<file path="src/core/urxe_pkg.sv">
// Shared constants for the receive error status block
package urxe_pkg;

    // Register byte offsets
    localparam logic [7:0] URXE_OFS_DATA = 8'h00;
    localparam logic [7:0] URXE_OFS_LSR  = 8'h04;
    localparam logic [7:0] URXE_OFS_CTRL = 8'h08;
    localparam logic [7:0] URXE_OFS_IST  = 8'h0C;
    localparam logic [7:0] URXE_OFS_MASK = 8'h10;
    localparam logic [7:0] URXE_OFS_DIV  = 8'h14;

    // Line status fields
    localparam int URXE_LSR_AVAIL = 0;
    localparam int URXE_LSR_OVR   = 1;
    localparam int URXE_LSR_PAR   = 2;

    // Control fields
    localparam int URXE_CTL_FIFO = 0;
    localparam int URXE_CTL_EVEN = 1;
    localparam int URXE_CTL_PEN  = 2;

    // Interrupt status and mask share the line status layout
    localparam int URXE_EVT_W = 3;

    // Reset values
    localparam logic [2:0]  URXE_CTRL_RST = 3'h0;
    localparam logic [2:0]  URXE_MASK_RST = 3'h0;
    localparam logic [15:0] URXE_DIV_RST  = 16'h0035;

    // Character format, oversampling and FIFO depth
    localparam int         URXE_CHAR_W    = 8;
    localparam logic [3:0] URXE_OVS_MID   = 4'h7;
    localparam logic [3:0] URXE_OVS_LAST  = 4'hF;
    localparam int         URXE_FIFO_DEPTH = 16;

endpackage : urxe_pkg

</file>
<file path="src/core/urxe_fifo.sv">
// Receive FIFO holding each character with its error tag
`timescale 1ns/1ps
`default_nettype none
module urxe_fifo
    import urxe_pkg::*;
#(
    parameter int WIDTH = URXE_CHAR_W + 1,
    parameter int DEPTH = URXE_FIFO_DEPTH
)
(
    // Clock and reset
    input  wire logic             clk_i,
    input  wire logic             sys_rst_i,
    // Control
    input  wire logic             push_i,
    input  wire logic             pop_i,
    input  wire logic             flush_i,
    input  wire logic [WIDTH-1:0] wdata_i,
    // Status
    output logic      [WIDTH-1:0] head_o,
    output logic                  empty_o,
    output logic                  full_o
);
    localparam int AW = $clog2(DEPTH);

    generate
        if (DEPTH < 2 || (1 << AW) != DEPTH || WIDTH < 1)
        begin : g_bad
            $error("urxe_fifo: DEPTH must be a power of two >= 2");
        end
    endgenerate

    typedef struct packed {
        logic [AW-1:0] wr;
        logic [AW-1:0] rd;
        logic [AW:0]   cnt;
    } urxe_fifo_st_t;

    urxe_fifo_st_t    q;
    urxe_fifo_st_t    next_q;
    logic [WIDTH-1:0] mem [DEPTH];
    logic             do_push;
    logic             do_pop;

    assign do_push = push_i && !full_o && !flush_i;
    assign do_pop  = pop_i && !empty_o && !flush_i;
    assign head_o  = mem[q.rd];
    assign empty_o = (q.cnt == '0);
    assign full_o  = (q.cnt == (AW+1)'(DEPTH));

    always_comb
    begin
        next_q = q;
        if (flush_i)
        begin
            next_q = '0;
        end
        else
        begin
            if (do_push)
            begin
                next_q.wr = q.wr + 1'b1;
            end
            if (do_pop)
            begin
                next_q.rd = q.rd + 1'b1;
            end
            next_q.cnt = q.cnt + (AW+1)'(do_push) - (AW+1)'(do_pop);
        end
    end

    always_ff @(posedge clk_i or posedge sys_rst_i)
    begin
        if (sys_rst_i)
        begin
            q <= '0;
        end
        else
        begin
            q <= next_q;
        end
    end

    // Storage carries no reset; contents are only read behind the count
    always_ff @(posedge clk_i)
    begin
        if (do_push)
        begin
            mem[q.wr] <= wdata_i;
        end
    end

endmodule // urxe_fifo
`default_nettype wire

</file>
<file path="src/core/urxe_rx_deser.sv">
// Serial deserialiser with 16x oversampling and parity check
`timescale 1ns/1ps
`default_nettype none
module urxe_rx_deser
    import urxe_pkg::*;
(
    // Clock and reset
    input  wire logic                   clk_i,
    input  wire logic                   sys_rst_i,
    // Line and format
    input  wire logic                   tick_i,
    input  wire logic                   rxd_i,
    input  wire logic                   par_en_i,
    input  wire logic                   even_i,
    // Received character
    output logic                        done_o,
    output logic [URXE_CHAR_W-1:0]      data_o,
    output logic                        perr_o
);
    typedef enum logic [2:0] {
        URXE_IDLE  = 3'b000,
        URXE_START = 3'b001,
        URXE_DATA  = 3'b010,
        URXE_PAR   = 3'b011,
        URXE_STOP  = 3'b100
    } urxe_rx_state_t;

    typedef struct packed {
        urxe_rx_state_t         st;
        logic [3:0]             ovs;
        logic [2:0]             bitn;
        logic [URXE_CHAR_W-1:0] sh;
        logic                   par;
        logic                   done;
        logic                   perr;
    } urxe_rx_st_t;

    urxe_rx_st_t q;
    urxe_rx_st_t next_q;

    assign done_o = q.done;
    assign data_o = q.sh;
    assign perr_o = q.perr;

    always_comb
    begin
        next_q      = q;
        next_q.done = 1'b0;
        if (tick_i)
        begin
            next_q.ovs = q.ovs + 1'b1;
            unique case (q.st)
                URXE_IDLE:
                begin
                    next_q.ovs = '0;
                    if (!rxd_i)
                    begin
                        next_q.st = URXE_START;
                    end
                end
                URXE_START:
                    if (q.ovs == URXE_OVS_MID)
                    begin
                        next_q.ovs  = '0;
                        next_q.bitn = '0;
                        next_q.st   = rxd_i ? URXE_IDLE : URXE_DATA;
                    end
                URXE_DATA:
                    if (q.ovs == URXE_OVS_LAST)
                    begin
                        next_q.sh   = {rxd_i, q.sh[URXE_CHAR_W-1:1]};
                        next_q.bitn = q.bitn + 1'b1;
                        if (q.bitn == 3'(URXE_CHAR_W - 1))
                        begin
                            next_q.st = par_en_i ? URXE_PAR : URXE_STOP;
                        end
                    end
                URXE_PAR:
                    if (q.ovs == URXE_OVS_LAST)
                    begin
                        next_q.par = rxd_i;
                        next_q.st  = URXE_STOP;
                    end
                URXE_STOP:
                    // check during stop bit
                    if (q.ovs == URXE_OVS_LAST)
                    begin
                        next_q.done = 1'b1;
                        next_q.perr = par_en_i && ((^{q.sh, q.par}) == even_i);
                        next_q.st   = URXE_IDLE;
                    end
                default:
                    next_q.st = URXE_IDLE;
            endcase
        end
    end

    always_ff @(posedge clk_i or posedge sys_rst_i)
    begin
        if (sys_rst_i)
        begin
            q <= '0;
        end
        else
        begin
            q <= next_q;
        end
    end

endmodule // urxe_rx_deser
`default_nettype wire

</file>
<file path="src/core/urxe_top.sv">
// Receive channel with parity and overrun status behind Wishbone
//
// Summary of operation
// Parity fault flag set at stop bit when received parity mismatches.
// Non-FIFO: parity fault clears on line status read or next valid character.
// FIFO mode: parity fault shown only when its character is at head.
// Non-FIFO: unread holding character overwritten by new one, overrun flagged.
// Overrun flag clears whenever line status register is read.
// FIFO mode: overrun only when FIFO full and another character completes.
// FIFO overrun: FIFO untouched, shift character dropped and overwritable.
// Overrun shown at once, not tied to FIFO head.
// Overrun flag set at stop bit of the offending character.
// Parity and overrun flags are zero after reset.
// Data available set on stored character, cleared when all read.
// FIFO entries carry the parity tag beside the character.
`timescale 1ns/1ps
`default_nettype none
module urxe_top
    import urxe_pkg::*;
#(
    parameter int FIFO_DEPTH = URXE_FIFO_DEPTH
)
(
    // Clock and reset
    input  wire logic        clk_i,
    input  wire logic        sys_rst_i,
    // Wishbone slave
    input  wire logic        wb_cyc_i,
    input  wire logic        wb_stb_i,
    input  wire logic        wb_we_i,
    input  wire logic [7:0]  wb_adr_i,
    input  wire logic [3:0]  wb_sel_i,
    input  wire logic [31:0] wb_dat_i,
    output logic      [31:0] wb_dat_o,
    output logic             wb_ack_o,
    // Serial line
    input  wire logic        rx_serial_i,
    // Interrupt
    output logic             irq_o
);
    generate
        if (FIFO_DEPTH < 2 || (FIFO_DEPTH & (FIFO_DEPTH - 1)) != 0)
        begin : g_bad_depth
            $error("urxe_top: FIFO_DEPTH must be a power of two >= 2");
        end
    endgenerate

    typedef struct packed {
        logic                   ack;
        logic [31:0]            dat;
        logic                   irq;
        logic [URXE_CHAR_W-1:0] hold_data;
        logic                   hold_full;
        logic                   pe_flag;
        logic                   ovr;
        logic [2:0]             ctrl;
        logic [URXE_EVT_W-1:0]  mask;
        logic [URXE_EVT_W-1:0]  ist;
        logic [15:0]            div;
        logic [15:0]            divcnt;
        logic                   tick;
    } urxe_top_st_t;

    urxe_top_st_t           q;
    urxe_top_st_t           next_q;

    logic                   rx_done;
    logic [URXE_CHAR_W-1:0] rx_data;
    logic                   rx_perr;
    logic [URXE_CHAR_W:0]   fifo_head;
    logic                   fifo_empty;
    logic                   fifo_full;
    logic                   fifo_push;
    logic                   fifo_pop;
    logic                   fifo_flush;
    logic                   take;
    logic                   rd;
    logic                   wr;
    logic                   fifo_mode;
    logic [7:0]             lsr;
    logic [URXE_CHAR_W:0]   rx_word;
    logic                   lsr_rd;
    logic                   data_rd;
    logic                   ist_rd;
    logic                   ctrl_wr;

    assign wb_ack_o  = q.ack;
    assign wb_dat_o  = q.dat;
    assign irq_o     = q.irq;
    assign fifo_mode = q.ctrl[URXE_CTL_FIFO];

    // Low ack gates take: one answer per request
    assign take = wb_cyc_i && wb_stb_i && !q.ack;
    assign rd   = take && !wb_we_i;
    assign wr   = take && wb_we_i;

    // Register strobes, one per side effect
    assign lsr_rd  = rd && (wb_adr_i == URXE_OFS_LSR);
    assign data_rd = rd && (wb_adr_i == URXE_OFS_DATA);
    assign ist_rd  = rd && (wb_adr_i == URXE_OFS_IST);
    assign ctrl_wr = wr && (wb_adr_i == URXE_OFS_CTRL) && wb_sel_i[0];

    // full FIFO refuses the new character
    assign fifo_push = rx_done && fifo_mode && !fifo_full;
    assign fifo_pop  = data_rd && fifo_mode;
    // Mode change empties both stores so no stale tag survives
    assign fifo_flush = ctrl_wr && (wb_dat_i[URXE_CTL_FIFO] != fifo_mode);

    always_comb
    begin
        lsr = 8'h00;
        // overrun flag is independent of FIFO head
        lsr[URXE_LSR_OVR] = q.ovr;
        if (fifo_mode)
        begin
            // available while anything unread
            lsr[URXE_LSR_AVAIL] = !fifo_empty;
            // parity tag of head character only
            lsr[URXE_LSR_PAR]   = !fifo_empty && fifo_head[URXE_CHAR_W];
        end
        else
        begin
            // holding register unread
            lsr[URXE_LSR_AVAIL] = q.hold_full;
            // flag of the last character
            lsr[URXE_LSR_PAR]   = q.pe_flag;
        end
    end

    // Empty FIFO reads zero, its storage has no reset
    always_comb
    begin
        if (!fifo_mode)
        begin
            rx_word = {1'b0, q.hold_data};
        end
        else if (fifo_empty)
        begin
            rx_word = '0;
        end
        else
        begin
            rx_word = fifo_head;
        end
    end

    urxe_rx_deser u_deser (
        .clk_i     (clk_i),
        .sys_rst_i (sys_rst_i),
        .tick_i    (q.tick),
        .rxd_i     (rx_serial_i),
        .par_en_i  (q.ctrl[URXE_CTL_PEN]),
        .even_i    (q.ctrl[URXE_CTL_EVEN]),
        .done_o    (rx_done),
        .data_o    (rx_data),
        .perr_o    (rx_perr)
    );

    // tag travels in the same entry
    urxe_fifo #(
        .WIDTH (URXE_CHAR_W + 1),
        .DEPTH (FIFO_DEPTH)
    ) u_fifo (
        .clk_i     (clk_i),
        .sys_rst_i (sys_rst_i),
        .push_i    (fifo_push),
        .pop_i     (fifo_pop),
        .flush_i   (fifo_flush),
        .wdata_i   ({rx_perr, rx_data}),
        .head_o    (fifo_head),
        .empty_o   (fifo_empty),
        .full_o    (fifo_full)
    );

    always_comb
    begin
        next_q      = q;
        next_q.tick = 1'b0;
        next_q.ack  = take;

        // 16x sample rate enable
        // Free-running; the receiver realigns on each start edge
        if (q.divcnt >= q.div)
        begin
            next_q.divcnt = '0;
            next_q.tick   = 1'b1;
        end
        else
        begin
            next_q.divcnt = q.divcnt + 1'b1;
        end

        // Read data, unmapped offsets answer zero
        if (rd)
        begin
            unique case (wb_adr_i)
                URXE_OFS_DATA:
                begin
                    next_q.dat = {23'h00_0000, rx_word};
                end
                URXE_OFS_LSR:
                begin
                    next_q.dat = {24'h00_0000, lsr};
                end
                URXE_OFS_CTRL:
                begin
                    next_q.dat = {29'h0000_0000, q.ctrl};
                end
                URXE_OFS_IST:
                begin
                    next_q.dat = {29'h0000_0000, q.ist};
                end
                URXE_OFS_MASK:
                begin
                    next_q.dat = {29'h0000_0000, q.mask};
                end
                URXE_OFS_DIV:
                begin
                    next_q.dat = {16'h0000, q.div};
                end
                default:
                begin
                    next_q.dat = 32'h0000_0000;
                end
            endcase
        end

        // Writes, per byte lane
        if (wr)
        begin
            if (wb_adr_i == URXE_OFS_CTRL && wb_sel_i[0])
            begin
                next_q.ctrl = wb_dat_i[2:0];
            end
            if (wb_adr_i == URXE_OFS_MASK && wb_sel_i[0])
            begin
                next_q.mask = wb_dat_i[URXE_EVT_W-1:0];
            end
            if (wb_adr_i == URXE_OFS_DIV)
            begin
                if (wb_sel_i[0])
                begin
                    next_q.div[7:0] = wb_dat_i[7:0];
                end
                if (wb_sel_i[1])
                begin
                    next_q.div[15:8] = wb_dat_i[15:8];
                end
            end
        end
        // Flush also drops the non-FIFO character and its flag
        if (fifo_flush)
        begin
            next_q.hold_full = 1'b0;
            next_q.pe_flag   = 1'b0;
        end

        // Clears first so a same-cycle event wins
        if (lsr_rd)
        begin
            // overrun cleared by status read
            next_q.ovr = 1'b0;
            // parity cleared by status read
            next_q.pe_flag = 1'b0;
        end
        if (data_rd && !fifo_mode)
        begin
            // holding register consumed
            next_q.hold_full = 1'b0;
        end
        // Event register read clears every bit
        if (ist_rd)
        begin
            next_q.ist = '0;
        end

        if (rx_done && !fifo_flush)
        begin
            if (fifo_mode)
            begin
                // overrun only on a full FIFO
                if (fifo_full)
                begin
                    // character dropped, FIFO untouched
                    // set at stop bit
                    next_q.ovr = 1'b1;
                    next_q.ist[URXE_LSR_OVR] = 1'b1;
                end
                else
                begin
                    next_q.ist[URXE_LSR_AVAIL] = 1'b1;
                    if (rx_perr)
                    begin
                        next_q.ist[URXE_LSR_PAR] = 1'b1;
                    end
                end
            end
            else
            begin
                // overwrite and flag if unread
                if (q.hold_full && !data_rd)
                begin
                    // set at stop bit
                    next_q.ovr = 1'b1;
                    next_q.ist[URXE_LSR_OVR] = 1'b1;
                end
                next_q.hold_data = rx_data;
                next_q.hold_full = 1'b1;
                // flag follows the new character
                // a clean character clears it
                next_q.pe_flag = rx_perr;
                next_q.ist[URXE_LSR_AVAIL] = 1'b1;
                if (rx_perr)
                begin
                    next_q.ist[URXE_LSR_PAR] = 1'b1;
                end
            end
        end

        // Level output from the status and mask being registered
        next_q.irq = |(next_q.ist & next_q.mask);
    end

    always_ff @(posedge clk_i or posedge sys_rst_i)
    begin
        if (sys_rst_i)
        begin
            // flags start clear
            q.ack       <= 1'b0;
            q.dat       <= 32'h0000_0000;
            q.irq       <= 1'b0;
            q.hold_data <= '0;
            q.hold_full <= 1'b0;
            q.pe_flag   <= 1'b0;
            q.ovr       <= 1'b0;
            q.ctrl      <= URXE_CTRL_RST;
            q.mask      <= URXE_MASK_RST;
            q.ist       <= '0;
            q.div       <= URXE_DIV_RST;
            q.divcnt    <= '0;
            q.tick      <= 1'b0;
        end
        else
        begin
            q <= next_q;
        end
    end

endmodule // urxe_top
`default_nettype wire

</file>
<file path="config.mk">
export PLATFORM = sky130hd
export DESIGN_NAME = urxe_top
export DESIGN_NICKNAME = d
export VERILOG_FILES = /design/src/core/urxe_pkg.sv /design/src/core/urxe_fifo.sv /design/src/core/urxe_rx_deser.sv /design/src/core/urxe_top.sv
export SDC_FILE = /design/constraint.sdc
export NUM_CORES = 1
export LEC_CHECK = 0
export BUFFER_PORTS_ARGS = -buffer_cell sky130_fd_sc_hd__buf_2
export CAP_MARGIN = 15
export CORE_MARGIN = 3
export CORE_UTILIZATION = 65
export CTS_CLUSTER_SIZE = 28
export DETAILED_ROUTE_END_ITERATION = 10
export PLACE_DENSITY = 0.85
export SLEW_MARGIN = 25
export SYNTH_ARGS = -nofsm -noshare
export SYNTH_HDL_FRONTEND = slang
export SYNTH_SLANG_ARGS = --single-unit
</file>
<file path="constraint.sdc">
create_clock -name clk_i -period 8.8 [get_ports clk_i]
set_input_delay 1.32 -clock clk_i [delete_from_list [all_inputs] [get_ports clk_i]]
set_output_delay 1.32 -clock clk_i [all_outputs]
set_load 0.02 [all_outputs]
</file>
* After elaboration in Yosys (flattened, before gate mapping) *
Memory sizes are Yosys's and may differ from the RTL's.
Cells that the tools add are included.
Widths: inputs -> output; s select.

word-level totals
  logic and storage cells = 149
  bits in registers = 121
  memory bits (writable) = 144
  memories kept = 1
  output and inout bits = 34

operators by class
  muxes and demuxes = 45
  reductions and logical operators = 48
  $add $sub $neg = 7
  magnitude comparators = 1
  equal/unequal tests = 21
  bitwise logic cells = 2

memory list
  name        words  bits a word  read ports  clocked after Yosys merged registers in  write ports  RTL line         text
  u_fifo.mem  16     9            1           0                                        1            urxe_fifo.sv:41  logic [WIDTH-1:0] mem [DEPTH];

operator list
  operator               count
  $pmux 16 s6            1
  $mux 3                 12
  $logic_and 1x1->1      24
  $mux 9                 2
  $add 16x1->16 const B  1
  $eq 8x4->1 const B     2
  $eq 8x5->1 const B     2
  $ge 16x16->1           1
  $mux 16                1
  $pmux 3 s5             1
  $reduce_and 3->1       5
  $mux 1                 14
  $mux 2                 7
  $mux 13                1
  $add 4x1->4 const B    3
  $mux 11                1
  $mux 10                1
  $ne 2x1->1 const B     5
  $reduce_xor 9->1       1
  $eq 8x3->1 const B     1
  $logic_not 8->1        1
  $mux 4                 2
  $pmux 4 s2             1
  $logic_not 1->1        7
  other kinds (22)       27

* Depth between registers and ports, before layout *
  word-level depth = 11
  mapped depth = 13
  depth with buffers taken out = 12

* Modules after synthesis *
From an unflattened synthesis, not the netlist that was laid out.

unflattened totals
  cells, all modules = 861
  area total of the unflattened synthesis = 11637.4 um^2

by module, submodules not included
  module         cells an instance  sequential area each (um^2)  instances  area each (um^2)
  urxe_fifo      354                4649.5                       1          6461.2
  urxe_top       401                1781.7                       1          3963.8
  urxe_rx_deser  106                525.5                        1          1212.4

* Least setup slack after synthesis *
No wires, ideal clock.

  kind = input to register
  start point = in wb_adr_i[3]
  end point = reg u_fifo.q[4] (netlist name)
  arrival time = 4161 ps
  required time = 8722 ps
  buffers on the path = 2
  library setup time = 78 ps
  stages = 13
  slack = 4561 ps
  cells stage by stage = buf_6 -> or4_4 -> nor3_1 -> and3_1 -> buf_4 -> ha_1 -> inv_1 -> ha_1 -> fa_1 -> a21oi_1 -> nor2_1 -> or3_1 -> a21oi_1

RTL lines
  element               RTL line         text
  start, declared       urxe_top.sv:31   input wire logic [7:0] wb_adr_i,
  end signal, assigned  urxe_fifo.sv:80  q <= next_q;
  end, declared         urxe_fifo.sv:39  urxe_fifo_st_t q;

==> impl_metrics.csv <==
group,metric,value,unit
logic_synthesis,synth_top_cell_by_area,"edfxtp_1",
global_routing,busiest_layer,"met2",
logic_synthesis,synth_seq_cells,249,
global_routing,globalRouteOverflowTotal,0,
clock_network,htree_num_levels,1,
logic_synthesis,async_flop_share,42.17,%
global_routing,grt_usage,26.52,%
timing,post-route-period-util,48.87,%
logic_synthesis,synth_area_leaders,"edfxtp_1 (38%), dfrtp_1 (22%), mux4_2 (7.9%)",
detailed_routing,vias,6974,
clock_network,clockRootBuffer,"clkbuf_16",
detailed_routing,drc,0,
clock_network,ctsLongestPathBuffers,3,
detailed_routing,wl_per_cell,23.62,um
place,numPlacedInstances,1021,
die,ios,84,
place,place_hpwl,15730,um
timing,slew_headroom,35.93,%
timing,skew,0.01113,ns
power,ir_drop,0.1533,mV
cells_and_area,diodes,0,
critical_path,start_kind,"input pin",
clock_network,clock-sinks,249,
cells_and_area,fillCellCount,969,
cells_and_area,final_cell_area,12510,um2
cells_and_area,finalNonFillerCells,1065,
timing,tightest_slew,0.9574,ns
cells_and_area,area_growth,9.686,%
clock_network,insertion_delay,0.51,ns
logic_synthesis,synth_cells,796,
logic_synthesis,yosysWarnings,0,
detailed_routing,drt_iter0_markers,618,
critical_path,cp.arrival,4.73,ns
global_routing,antenna_found_initial,0,
timing,finalMaxSlewViolations,0,
cells_and_area,layout-drive-gt1-share,22.60,%
global_routing,grt_max_degree,72,
cells_and_area,final_nets,909,
timing,setup_slack,4.499,ns
global_routing,grt_pass1_wl,40100,um
place,place_area,11640,um2
logic_synthesis,yosysMostFrequentCell,"edfxtp_1",
global_routing,use_met1,35.18,%
clock_network,cts_tree,"built",
place,routabilityCongestion,0.9076,
die,core-area,16880,um2
detailed_routing,viasPerCell,6.548,
timing,hold_violations,0,
global_routing,grt.met2_usage,44.66,%
logic_synthesis,synth-seq-area-share,60.99,%
timing,fmax,232.5,MHz
critical_path,cp.required,9.22,ns
clock_network,cts_buffers,24,
die,start_util,67.58,%
critical_path,crit_fanout,9,
clock_network,clk_pin_slew,0.06,ns
logic_synthesis,synth_edf_count,144,
logic_synthesis,syn_avg_cell_area,14.33,um2
detailed_routing,drt_wl_total,25160,um
power,finalPower,0.002495,W
logic_synthesis,synth_top_cell_area_share,37.91,%
logic_synthesis,synth.distinct_cells,70,
place,dp_slack,4.028,ns
die,rows,47,
critical_path,end_kind,"flop",
timing,finalCriticalPeriod,4.301,ns
logic_synthesis,yosys-top-cells-count,"edfxtp_1 (144), dfrtp_1 (101), mux2_2 (44)",
die,design.die.area,19170,um2
logic_synthesis,syn_area,11410,um2
timing,rsz0062_at_grt,"false",
detailed_routing,ant_nets,0,
logic_synthesis,synth_flop_cell,"edfxtp_1",
power,power.density,199.4,nW/um2
outcome,status,"completed",
clock_network,cts_setup_buffers,0,
run,maxCapViolCount,0,
clock_network,cts_hold_buf,0,
die,fp.dieH,138.5,um
detailed_routing,drt_pass1_iterations,5,
global_routing,met3_usage,4.385,%
place,port_buffers,49,
die,dieWidth,138.5,um
timing,tns,0,ns
clock_network,cts_resized,0,
power,leakagePower,5.101,nW
hold_path,hp-class,"reg2reg",
global_routing,grt_pass1_vias,7295,
timing,setup_viol,0,
critical_path,timing_worst_setup_path_type,"in2reg",
[metrics by stage]
step | hold slack (ns) | utilization (%)
2_1_floorplan | 0.4538 | -
3_3_place_gp | 0.4632 | 68.97
3_5_place_dp | 0.4725 | 68.97
4_1_cts | 0.4861 | 74.13
5_1_grt | 0.4970 | 74.13
6_report | 0.4912 | 74.13
[report_power, final]
group	internal [W]	switching, W
Sequential	0.00124	0.0000219
Clock	0.000682	0.000415
Combinational	0.0000523	0.0000807
Total	0.00198	0.000517
[final timing paths]
path	from	end	slack (ns)	cells past startpoint
max reg2reg	fifo_mode	u_fifo.q[4]	5.00	11
max	wb_adr_i[3]	u_fifo.q[4]	4.50	12
min	lsr[1]	lsr[1]	0.49	1
min reg2reg	lsr[1]	lsr[1]	0.49	1
max in group asynchronous	sys_rst_i	u_fifo.q[5]	6.73	3
min in group asynchronous	sys_rst_i	q[0]	0.82	2
[registers in the layout (all words and copies together), names as in the netlist]
signal          cells
lsr                 1
u_deser.data_o      8
u_deser.perr_o      1
wb_dat_o           16
irq_o               1
fifo_mode           1
u_deser.done_o      1
u_fifo.q           13
q                  51
u_deser.q          11
u_fifo.mem        144
wb_ack_o            1
[routing by layer]
layer	part of all wire (%)	wire length, um
met2	50	12640
met4	3.7	925
met1	38	9646
met3	7.7	1944
met5	0	0
[area by class of cell]
class | instances | area [um2] | area share (%)
Sequential cell | 249 | 6958 | 55.62
Multi-Input combinational cell | 460 | 3971 | 31.74
Clock buffer | 36 | 758.2 | 6.061
Timing Repair Buffer | 56 | 297.8 | 2.380
Tap cell | 220 | 275.3 | 2.200
Inverter | 36 | 137.6 | 1.100
Clock inverter | 8 | 112.6 | 0.9001
[kinds of logic (layout without fill, tap and decap cells)]
group,Yosys count,in the layout,synth area share [%]
flip-flops,249,249,60.99
AND/OR/NAND/NOR,188,188,8.853
buffers and inverters,102,136,4.684
AO/OA/AOI/OAI,99,99,6.385
multiplexers,92,92,12.94
XOR/XNOR,33,33,2.534
adder cells (fa/ha/maj),32,32,3.576
other,1,16,0.03288
[layout by cell type, fill, tap and decap left out, drive strengths merged, types with 8 or more instances in the layout]
cell and n:
edfxtp 144, dfrtp 101, buf 56, mux2 44, mux4 40, clkbuf 36
inv 35, nand2 32, nor2 32, ha 31, nor3 23, and2 20
xor2 19, nand3 16, a21oi 16, conb 16, and3 14, xnor2 14
a22o 14, o21ai 14, nand4 13, a21o 12, mux2i 8
[critical path: stages]
cell and delay [ns]:
buf_2 0.15, or4_4 0.57, nor3_1 0.71, and3_1 0.40
ha_1 0.16, inv_1 0.04, ha_1 0.22, fa_1 0.41
a21oi_1 0.16, nor2_1 0.06, or3_1 0.34, a21oi_1 0.17
(Power assumes the default switching activity.)
